[config.mk]
export PLATFORM = sky130hd
export DESIGN_NAME = lcfc_top
export DESIGN_NICKNAME = d
export VERILOG_FILES = /design/src/lcfc_pkg.sv /design/src/lcfc_top.sv /design/src/lcfc_fail_unit.sv
export VERILOG_INCLUDE_DIRS = /design/src /design/src/src
export SDC_FILE = /design/constraint.sdc
export NUM_CORES = 1
export LEC_CHECK = 0
export ABC_AREA = 0
export BUFFER_PORTS_ARGS = -buffer_cell sky130_fd_sc_hd__buf_4
export CAP_MARGIN = 0
export CORE_AREA = 4 4 271 379
export DETAILED_ROUTE_END_ITERATION = 8
export DIE_AREA = 0 0 275 383
export MAX_ROUTING_LAYER = met4
export PLACE_DENSITY = 0.52
export SKIP_LAST_GASP = 1
export SYNTH_ARGS = -nofsm -noshare
export SYNTH_HDL_FRONTEND = slang
export SYNTH_HIERARCHICAL = 1
export SYNTH_SLANG_ARGS = --single-unit
[constraint.sdc]
create_clock -name CLOCK_IN -period 7.95 [get_ports CLOCK_IN]
set_input_delay 0.795 -clock CLOCK_IN [delete_from_list [all_inputs] [get_ports CLOCK_IN]]
set_output_delay 0.795 -clock CLOCK_IN [all_outputs]
set_load 0.02 [all_outputs]
[src/lcfc_defines.svh]
/*
 * constants for the limit check and fail counter stage: register map,
 * field positions, reset values.
 * assumes: included by bare name; values are signed milli-dB (or milli-%).
 */
`ifndef LCFC_DEFINES_SVH
`define LCFC_DEFINES_SVH

// ****************************************
// geometry
// ****************************************
`define LCFC_NUM_BLOCKS 4
`define LCFC_DATA_W 32
`define LCFC_ADDR_W 8
`define LCFC_COUNT_W 16

// ****************************************
// register offsets (byte addresses)
// ****************************************
`define LCFC_BLK_LSB 5
`define LCFC_GLOBAL_BIT 7
`define LCFC_REG_CTRL 5'h00
`define LCFC_REG_OFFSET 5'h04
`define LCFC_REG_LOWER 5'h08
`define LCFC_REG_UPPER 5'h0C
`define LCFC_REG_COUNT 5'h10
`define LCFC_REG_STATUS 5'h14
`define LCFC_REG_CMD 5'h18
`define LCFC_REG_ERROR 8'h80

// ****************************************
// control fields
// ****************************************
`define LCFC_CTRL_OFF_EN 0
`define LCFC_CTRL_LIM_EN 1
`define LCFC_CTRL_CLR_LSB 2
`define LCFC_CTRL_MATH_LSB 4
`define LCFC_CTRL_PTAV 6
`define LCFC_CTRL_LINEAR 7
`define LCFC_CTRL_REL 8

// ****************************************
// status, command and error fields
// ****************************************
`define LCFC_STAT_FAIL 0
`define LCFC_STAT_AUTO 1
`define LCFC_STAT_OFF_EN 2
`define LCFC_STAT_UNIT_LSB 4
`define LCFC_CMD_CLEAR 0
`define LCFC_ERR_CONFLICT 0

// ****************************************
// reset values
// ****************************************
`define LCFC_OFFSET_RST 32'h0000_0000
`define LCFC_LOWER_RST 32'hFFFE_A070
`define LCFC_UPPER_RST 32'h0001_5F90

`endif

[src/lcfc_pkg.sv]
/*
 * types of the limit check and fail counter stage.
 * assumes: nothing beyond the defines header.
 */
package lcfc_pkg;

    typedef enum logic [1:0] {
        LCFC_CLR_OFF = 2'h0,
        LCFC_CLR_ON = 2'h1,
        LCFC_CLR_ONCE = 2'h2
    } lcfc_clr_mode_type;

    typedef enum logic [1:0] {
        LCFC_UNIT_WATT = 2'h0,
        LCFC_UNIT_DBM = 2'h1,
        LCFC_UNIT_PCT = 2'h2,
        LCFC_UNIT_DB = 2'h3
    } lcfc_unit_type;

    typedef enum logic [1:0] {
        LCFC_MATH_SINGLE = 2'h0,
        LCFC_MATH_RATIO = 2'h1,
        LCFC_MATH_DIFF = 2'h2
    } lcfc_math_type;

endpackage : lcfc_pkg

[src/lcfc_top.sv]
/*
 * limit check and fail counter stage: four processing blocks, each adds
 * its display offset to the math result, tests it against lower and upper
 * limits and counts failures; registers on a plain strobe port.
 * assumes: measurement and trigger inputs come from logic on CLOCK_IN;
 * the speed-200 level comes from the acquisition side on the same clock.
 */
// The strobed register port and the register offsets are this design's own decisions.
// How it works
// RULE1: offset added after math result arrives
// RULE2: writing offset value switches offset enable on
// RULE3: host keeps offset within plus/minus hundred
// RULE4: reset sets offset to zero
// RULE5: offset enable off at reset, reads 1/0
// RULE6: enabling offset at speed 200 flags conflict
// RULE7: auto-clear on zeros counter every trigger
// RULE8: auto-clear off keeps counter across triggers
// RULE9: once mode zeros counter on first trigger
// RULE10: auto-clear mode on after reset
// RULE11: once mode query reads 1 until triggered
// RULE12: immediate clear zeros counter at once
// RULE13: fail flag is counter non-zero
// RULE14: each out-of-limit result adds one
// RULE15: result equal to limit passes
// RULE16: reset, clear, auto-clear on zero counter
// RULE17: counter wraps to zero past maximum
// RULE18: below lower limit fails
// RULE19: host keeps lower limit within spans
// RULE20: lower limit resets to minus ninety
// RULE21: unit code follows mode and relative settings
// RULE22: above upper limit fails
// RULE23: four independent processing blocks
// RULE24: sixteen-bit counter wraps naturally
`timescale 1ns/1ps
`include "lcfc_defines.svh"

module lcfc_top #(
    parameter int NB = `LCFC_NUM_BLOCKS,
    parameter int DW = `LCFC_DATA_W,
    parameter int CW = `LCFC_COUNT_W
) (
    input wire logic CLOCK_IN,
    input wire logic RESETN_IN,
    input wire logic [`LCFC_ADDR_W-1:0] ADDR_IN,
    input wire logic [31:0] WDATA_IN,
    input wire logic WR_IN,
    input wire logic RD_IN,
    output logic [31:0] RDATA_OUT,
    input wire logic SPEED_200_IN,
    input wire logic [NB-1:0] TRIG_IN,
    input wire logic MEAS_VALID_IN,
    input wire logic [1:0] MEAS_BLOCK_IN,
    input wire logic signed [DW-1:0] MEAS_VALUE_IN,
    output logic RESULT_VALID_OUT,
    output logic [1:0] RESULT_BLOCK_OUT,
    output logic signed [DW-1:0] RESULT_OUT,
    output logic [NB-1:0] FAIL_FLAG_OUT
);
    import lcfc_pkg::*;

    // ****************************************
    // helpers
    // ****************************************
    function automatic lcfc_unit_type unit_of(input logic [1:0] math,
        input logic ptav, input logic linear, input logic rel);
        logic power;
        power = !rel && !ptav && (math != LCFC_MATH_RATIO);
        if (power) begin
            unit_of = linear ? LCFC_UNIT_WATT : LCFC_UNIT_DBM;
        end else begin
            unit_of = linear ? LCFC_UNIT_PCT : LCFC_UNIT_DB;
        end
    endfunction : unit_of

    function automatic logic outside(input logic signed [DW-1:0] v,
        input logic signed [DW-1:0] lo, input logic signed [DW-1:0] hi);
        outside = (v < lo) || (v > hi);
    endfunction : outside

    // ****************************************
    // state
    // ****************************************
    logic [NB-1:0] off_en_r;
    logic [NB-1:0] lim_en_r;
    lcfc_clr_mode_type clr_mode_r [NB];
    logic [4:0] aux_r [NB];
    logic signed [DW-1:0] offset_r [NB];
    logic signed [DW-1:0] lower_r [NB];
    logic signed [DW-1:0] upper_r [NB];
    logic conflict_r;
    logic [31:0] rdata_r;
    logic s1_valid_r;
    logic [1:0] s1_blk_r;
    logic signed [DW-1:0] s1_value_r;
    logic [NB-1:0] fail_r;
    logic [CW-1:0] count [NB];
    logic [NB-1:0] auto_q;
    logic [NB-1:0] clear_pulse;
    logic [NB-1:0] rearm_pulse;

    // ****************************************
    // address decode
    // ****************************************
    logic is_global;
    logic [1:0] blk;
    logic [4:0] reg_off;
    logic wr_ctrl;
    logic wr_off;
    logic wr_lower;
    logic wr_upper;
    logic wr_cmd;
    logic wr_err;
    logic on_req;
    logic conflict_set;
    lcfc_clr_mode_type new_mode;
    logic signed [DW-1:0] off_sel;

    assign is_global = ADDR_IN[`LCFC_GLOBAL_BIT];
    assign blk = ADDR_IN[`LCFC_BLK_LSB+1:`LCFC_BLK_LSB];
    assign reg_off = ADDR_IN[4:0];
    assign wr_ctrl = WR_IN && !is_global && reg_off == `LCFC_REG_CTRL;
    assign wr_off = WR_IN && !is_global && reg_off == `LCFC_REG_OFFSET;
    assign wr_lower = WR_IN && !is_global && reg_off == `LCFC_REG_LOWER;
    assign wr_upper = WR_IN && !is_global && reg_off == `LCFC_REG_UPPER;
    assign wr_cmd = WR_IN && !is_global && reg_off == `LCFC_REG_CMD;
    assign wr_err = WR_IN && ADDR_IN == `LCFC_REG_ERROR;
    assign new_mode = lcfc_clr_mode_type'(
        WDATA_IN[`LCFC_CTRL_CLR_LSB+1:`LCFC_CTRL_CLR_LSB]);

    // an enable that goes from off to on, or a fresh offset value
    assign on_req = (wr_ctrl &&
        ((WDATA_IN[`LCFC_CTRL_OFF_EN] && !off_en_r[blk]) ||
         (WDATA_IN[`LCFC_CTRL_LIM_EN] && !lim_en_r[blk]))) || wr_off;
    assign conflict_set = on_req && SPEED_200_IN; // RULE6

    // ****************************************
    // configuration registers
    // ****************************************
    always_ff @(posedge CLOCK_IN or negedge RESETN_IN) begin
        if (!RESETN_IN) begin
            off_en_r <= '0; // RULE5
            lim_en_r <= '0;
        end else if (wr_ctrl) begin
            if (!SPEED_200_IN || !WDATA_IN[`LCFC_CTRL_OFF_EN]) begin
                off_en_r[blk] <= WDATA_IN[`LCFC_CTRL_OFF_EN]; // RULE6
            end
            if (!SPEED_200_IN || !WDATA_IN[`LCFC_CTRL_LIM_EN]) begin
                lim_en_r[blk] <= WDATA_IN[`LCFC_CTRL_LIM_EN];
            end
        end else if (wr_off && !SPEED_200_IN) begin
            off_en_r[blk] <= 1'b1; // RULE2
        end
    end

    always_ff @(posedge CLOCK_IN or negedge RESETN_IN) begin
        if (!RESETN_IN) begin
            for (int i = 0; i < NB; i++) begin
                clr_mode_r[i] <= LCFC_CLR_ON; // RULE10
                aux_r[i] <= '0;
            end
        end else if (wr_ctrl) begin
            if (new_mode != 2'h3) begin
                clr_mode_r[blk] <= new_mode;
            end
            aux_r[blk] <= WDATA_IN[`LCFC_CTRL_REL:`LCFC_CTRL_MATH_LSB];
        end
    end

    always_ff @(posedge CLOCK_IN or negedge RESETN_IN) begin
        if (!RESETN_IN) begin
            for (int i = 0; i < NB; i++) begin
                offset_r[i] <= `LCFC_OFFSET_RST; // RULE4
                lower_r[i] <= `LCFC_LOWER_RST; // RULE20
                upper_r[i] <= `LCFC_UPPER_RST;
            end
        end else begin
            if (wr_off) begin
                offset_r[blk] <= WDATA_IN;
            end
            if (wr_lower) begin
                lower_r[blk] <= WDATA_IN;
            end
            if (wr_upper) begin
                upper_r[blk] <= WDATA_IN;
            end
        end
    end

    // sticky conflict flag: write one to clear, a new conflict wins
    always_ff @(posedge CLOCK_IN or negedge RESETN_IN) begin
        if (!RESETN_IN) begin
            conflict_r <= 1'b0;
        end else if (conflict_set) begin
            conflict_r <= 1'b1; // RULE6
        end else if (wr_err && WDATA_IN[`LCFC_ERR_CONFLICT]) begin
            conflict_r <= 1'b0;
        end
    end

    // ****************************************
    // clear strobes to the counters
    // ****************************************
    always_comb begin
        clear_pulse = '0;
        rearm_pulse = '0;
        if (wr_cmd && WDATA_IN[`LCFC_CMD_CLEAR]) begin
            clear_pulse[blk] = 1'b1; // RULE12
        end
        if (wr_ctrl && new_mode == LCFC_CLR_ON) begin
            clear_pulse[blk] = 1'b1; // RULE16
        end
        if (wr_ctrl && new_mode == LCFC_CLR_ONCE) begin
            rearm_pulse[blk] = 1'b1;
        end
    end

    // ****************************************
    // datapath
    // ****************************************
    assign off_sel = off_en_r[MEAS_BLOCK_IN] ? offset_r[MEAS_BLOCK_IN] : '0;

    always_ff @(posedge CLOCK_IN or negedge RESETN_IN) begin
        if (!RESETN_IN) begin
            s1_valid_r <= 1'b0;
            s1_blk_r <= '0;
            s1_value_r <= '0;
        end else begin
            s1_valid_r <= MEAS_VALID_IN;
            if (MEAS_VALID_IN) begin
                s1_blk_r <= MEAS_BLOCK_IN;
                s1_value_r <= MEAS_VALUE_IN + off_sel; // RULE1
            end
        end
    end

    always_ff @(posedge CLOCK_IN or negedge RESETN_IN) begin
        if (!RESETN_IN) begin
            fail_r <= '0;
        end else begin
            for (int i = 0; i < NB; i++) begin
                fail_r[i] <= s1_valid_r && s1_blk_r == 2'(i) &&
                    lim_en_r[i] &&
                    outside(s1_value_r, lower_r[i], upper_r[i]);
                    // RULE15 RULE18 RULE22
            end
        end
    end

    for (genvar g = 0; g < NB; g++) begin : g_blk // RULE23
        lcfc_fail_unit #(.COUNT_W(CW)) u_fail (
            .clock_in(CLOCK_IN),
            .resetn_in(RESETN_IN),
            .mode_in(clr_mode_r[g]),
            .trig_in(TRIG_IN[g]),
            .fail_in(fail_r[g]),
            .clear_in(clear_pulse[g]),
            .rearm_in(rearm_pulse[g]),
            .count_out(count[g]),
            .auto_query_out(auto_q[g])
        );
        assign FAIL_FLAG_OUT[g] = count[g] != '0; // RULE13
    end

    assign RESULT_VALID_OUT = s1_valid_r;
    assign RESULT_BLOCK_OUT = s1_blk_r;
    assign RESULT_OUT = s1_value_r;

    // ****************************************
    // read port
    // ****************************************
    always_ff @(posedge CLOCK_IN or negedge RESETN_IN) begin
        if (!RESETN_IN) begin
            rdata_r <= '0;
        end else if (!RD_IN) begin
            rdata_r <= '0;
        end else if (is_global) begin
            rdata_r <= (ADDR_IN == `LCFC_REG_ERROR) ?
                {31'h0000_0000, conflict_r} : '0;
        end else begin
            unique case (reg_off)
                `LCFC_REG_CTRL: rdata_r <= {23'h00_0000, aux_r[blk],
                    clr_mode_r[blk], lim_en_r[blk], off_en_r[blk]};
                `LCFC_REG_OFFSET: rdata_r <= offset_r[blk];
                `LCFC_REG_LOWER: rdata_r <= lower_r[blk];
                `LCFC_REG_UPPER: rdata_r <= upper_r[blk];
                `LCFC_REG_COUNT: rdata_r <= {{(32-CW){1'b0}}, count[blk]};
                `LCFC_REG_STATUS: rdata_r <= {26'h000_0000,
                    unit_of(aux_r[blk][1:0], aux_r[blk][2],
                        aux_r[blk][3], aux_r[blk][4]), // RULE21
                    1'b0, off_en_r[blk], auto_q[blk], // RULE5 RULE11
                    FAIL_FLAG_OUT[blk]}; // RULE13
                default: rdata_r <= '0;
            endcase
        end
    end

    assign RDATA_OUT = rdata_r;
endmodule : lcfc_top

[src/lcfc_fail_unit.sv]
/*
 * fail counter of one processing block with its auto-clear modes.
 * assumes: all strobes are one-cycle pulses on the same clock.
 */
`timescale 1ns/1ps
`include "lcfc_defines.svh"

module lcfc_fail_unit #(
    parameter int COUNT_W = `LCFC_COUNT_W
) (
    input wire logic clock_in,
    input wire logic resetn_in,
    input wire lcfc_pkg::lcfc_clr_mode_type mode_in,
    input wire logic trig_in,
    input wire logic fail_in,
    input wire logic clear_in,
    input wire logic rearm_in,
    output logic [COUNT_W-1:0] count_out,
    output logic auto_query_out
);
    import lcfc_pkg::*;

    logic [COUNT_W-1:0] count_r;
    logic once_done_r;
    logic zero_on_trig;

    // ****************************************
    // counter
    // ****************************************
    assign zero_on_trig = (mode_in == LCFC_CLR_ON) ||
        ((mode_in == LCFC_CLR_ONCE) && !once_done_r); // RULE7 RULE8 RULE9

    always_ff @(posedge clock_in or negedge resetn_in) begin
        if (!resetn_in) begin
            count_r <= '0; // RULE16
        end else if (clear_in || (trig_in && zero_on_trig)) begin
            // a failure in the clearing cycle still counts
            count_r <= {{(COUNT_W-1){1'b0}}, fail_in}; // RULE12
        end else if (fail_in) begin
            count_r <= count_r + COUNT_W'(1); // RULE14 RULE17 RULE24
        end
    end

    always_ff @(posedge clock_in or negedge resetn_in) begin
        if (!resetn_in) begin
            once_done_r <= 1'b0;
        end else if (rearm_in) begin
            once_done_r <= 1'b0;
        end else if (trig_in && mode_in == LCFC_CLR_ONCE) begin
            once_done_r <= 1'b1; // RULE9
        end
    end

    assign count_out = count_r;
    assign auto_query_out = (mode_in == LCFC_CLR_ON) ||
        ((mode_in == LCFC_CLR_ONCE) && !once_done_r); // RULE11
endmodule : lcfc_fail_unit

==> impl_metrics.csv <==
group,metric,value,unit
die,core,0.09942,mm2
timing,finalCritPeriodShare,0.5265,
worst_setup_path,max_stage_delay,470,ps
die,fp.dieW,275,um
worst_setup_path,crit_slowest_cell,"buf_4",
die,die_area,0.1053,mm2
cts,postCtsSetupBuffers,0,
logic_synthesis,ys_seq_area_frac,0.4115,
grt,overflow,0,
routing,drt_iter0_drc,1611,
cts,cts_resized,0,
worst_setup_path,rr_startpoint,"RESULT_OUT[29]",
die,rows,137,
timing,setup_tns,0,ps
cts,cts-hold-fix-buffers,0,
grt,grt_pass1_vias,25605,
routing,postRouteAntennaNets,0,
final_layout,final_nets,3585,
worst_setup_path,crit_path_cell_trace,"buf_4 -> mux2_2 -> o21ai_2 -> buf_4 -> nor2b_1 -> ha_1 -> fa_1 -> a211oi_1 -> o21ai_1 -> nand4b_2 -> a21boi_0 -> o21ai_0 -> o21ai_0 -> xor2_1 -> mux2_2",
routing,via_per_inst,5.482,
cts,clockBufferDepth,3,
worst_setup_path,r2r_end,"fail_r[1]",
die,fp.dieH,383,um
final_layout,fin_util,0.3928,
timing,timing_worst_slew_pin_value,1292,ps
logic_synthesis,synth_edf_count,0,
job,maxCapViolCount,0,
logic_synthesis,synth.area.top_cells,"dfrtp_1 (32%), ha_1 (10%), mux4_2 (10%)",
routing,firstDrtPassIters,7,
die,ioPinCount,155,
logic_synthesis,async_reset_ff_frac,1.000,
timing,fin_crit,4186,ps
final_layout,area_delta_synth_final,13.46,%
worst_setup_path,start_kind,"input port",
routing,totalWireLength,117200,um
worst_setup_path,r2r_slack,4100,ps
worst_setup_path,worstSetupEndpoint,"RESULT_OUT[28]",
timing,maxSlewHeadroom,0.1356,
timing,setup_viol,0,
routing,wl_met3,4389,um
worst_setup_path,critPathArrivalTime,4740,ps
worst_setup_path,required,8500,ps
routing,wl_met2,60860,um
final_layout,drive_above_1_share,0.2837,
grt,grt_max_degree,167,
routing,wl_met1,46040,um
placement,dp_hpwl,85730,um
logic_synthesis,synth-seq-cells,560,
cts,cts_root_buf,"clkbuf_16",
worst_setup_path,worst-path-stages,15,
timing,rsz0062_at_grt,"false",
cts,path_clk_slew,60,ps
routing,top_layer,"met4",
timing,fmaxAchievable,0.2389,GHz
min_path,hp-class,"in -> async",
placement,gp_congestion,0.8886,
routing,wl_per_cell,25.56,um
final_layout,fillCellCount,9876,
timing,hold_violations,0,
logic_synthesis,synth_cells,3115,
cts,numCtsBuffers,60,
worst_setup_path,startpoint,"MEAS_BLOCK_IN[1]",
timing,finClkSkew,55.88,ps
logic_synthesis,yosys_warnings,6,
logic_synthesis,synthesis.area,0.03442,mm2
worst_setup_path,critPathKind,"in -> reg",
worst_setup_path,crit_family,"compound AO/OA/AOI/OAI gates",
routing,vias,25148,
grt,grt_first_pass_wirelength,173000,um
die,initial_utilization,0.3462,
cts,clk_latency,670,ps
pwr,ir_worst_vdd,0.1719,mV
pwr,p_leak,18.01,nW
worst_setup_path,path_max_fanout,35,
cts,cts_max_level,2,
routing,drc,0,
cts,cts_tree,"built",
pwr,power_density,207.8,mW/mm2
logic_synthesis,yosys.area.top_type_share,0.3199,
logic_synthesis,yosysTopAreaCell,"dfrtp_1",
timing,slew_violations,0,
worst_setup_path,endpoint_kind,"flop",
grt,grt_usage,0.2275,
logic_synthesis,avgSynthCellArea,11.05,um2
cts,cts.sinks,560,
placement,portBuffers,154,
worst_setup_path,cp_num_buf_inv,2,
outcome,status,"finished, final reports clean",
logic_synthesis,synth_nets,3487,
logic_synthesis,synthTopCellsByCount,"dfrtp_1 (440), mux2_2 (301), ha_1 (287), inv_1 (276), o21ai_0 (221)",
logic_synthesis,synthFlopType,"dfrtp_1",
pwr,finalPower,8.114,mW
grt,antenna_found_initial,3,
worst_setup_path,reg2regPathDepth,8,
logic_synthesis,synth_most_common_cell,"dfrtp_1",
logic_synthesis,ys_types,76,
==> sequential cells by signal (all words and copies together) (netlist names) <==
name / flops
aux_r: 20
off_en_r: 4
offset_r: 128
RDATA_OUT: 32
fail_r: 4
g_blk.u_fail/once_done_r: 4
RESULT_OUT: 32
RESULT_VALID_OUT: 1
lower_r: 128
g_blk.u_fail/count_out: 64
clr_mode_r: 8
lim_en_r: 4
conflict_r: 1
upper_r: 128
RESULT_BLOCK_OUT: 2
==> per-stage QoR <==
step	setup WS, ps	area [um2]	instances	hold WS [ps]
CTS	3786	39040	4584	160.4
finish	3765	39050	4587	184.0
global placement	3159	37030	4471	482.9
detailed placement	3077	37030	4471	488.8
floorplan	3308	34420	3115	466.6
global route	3424	39050	4587	204.8
==> metal layers <==
layer / GRT usage / vias to the layer above
met4: 0.09392 / 0
met1: 0.2620 / 12882
met5: - / -
li1: - / 11502
met2: 0.4011 / 578
met3: 0.02777 / 186
==> kinds of logic (layout without fill, tap and decap cells) <==
group                    count (synthesis)  count (layout)  synth area share
AO/OA/AOI/OAI                          596             596            0.1080
XOR/XNOR                                65              65           0.01654
adder cells (fa/ha/maj)                288             288            0.1049
buffers and inverters                  437             586           0.04926
flip-flops                             560             560            0.4115
multiplexers                           480             480            0.2071
other                                    0               3                 0
AND/OR/NAND/NOR                        689             689            0.1027
==> worst min path at each step <==
stage | start | to | slack (ps) | cells after the start
2_1_floorplan | conflict_r | conflict_r | 470 | 1
3_3_place_gp | aux_r[10] | aux_r[10] | 480 | 1
3_5_place_dp | aux_r[1] | aux_r[1] | 490 | 1
4_1_cts | RESETN_IN | aux_r[17] | 160 | 1
5_1_grt | RESETN_IN | fail_r[1] | 200 | 1
6_report | RESETN_IN | lower_r[9] | 180 | 1
==> layout by cell type, fill, tap and decap left out, types with 11 or more instances in the layout <==
cell type	Yosys	layout
a31oi_1	18	18
xnor2_1	39	39
nor2_1	164	157
a21o_1	111	111
nor3_1	17	16
nand2b_1	18	18
a21oi_1	112	112
nand2_1	214	211
clkinv_2	0	17
mux2_2	301	301
dfstp_2	120	120
ha_1	287	287
nor4_1	33	33
dfrtp_1	440	440
a22oi_1	25	25
o21a_1	16	16
inv_1	276	276
nand3_1	23	22
buf_4	4	191
clkbuf_8	0	14
or3_1	32	32
nor2b_1	49	49
xor2_1	26	26
nand4_1	67	67
a221oi_1	11	11
o21ai_0	221	220
clkbuf_16	0	60
mux2i_1	21	21
clkbuf_1	104	14
mux4_2	155	155
==> final cells by class <==
class / count / area (um2) / share of cell area
multi-input combinational: 2118 / 18640 / 0.4774
inverter: 276 / 1036 / 0.02653
antenna: 3 / 7.507 / 0.0001922
sequential: 560 / 14160 / 0.3627
tap: 1320 / 1652 / 0.04229
clock inverter: 25 / 267.8 / 0.006857
timing repair buffer: 197 / 1535 / 0.03931
clock buffer: 88 / 1747 / 0.04473
==> worst reg2reg max path, cell delays in order, from the launching register on <==
cell     delay, ps
dfrtp_1        630
ha_1           450
nand4_1        350
nor3_1         870
a21oi_1        150
o21ai_0        200
a21oi_1        230
or2_2          340
a31oi_1        460
==> where the power goes <==
| group | switching (mW) | leakage, nW | total (mW) | internal [mW] |
|---|---|---|---|---|
| combinational | 0.892 | 10.0 | 1.58 | 0.687 |
| clock | 1.27 | 1.00 | 2.92 | 1.65 |
| sequential | 0.422 | 6.97 | 3.61 | 3.19 |
No activity file was read; power rests on OpenSTA's default activity.
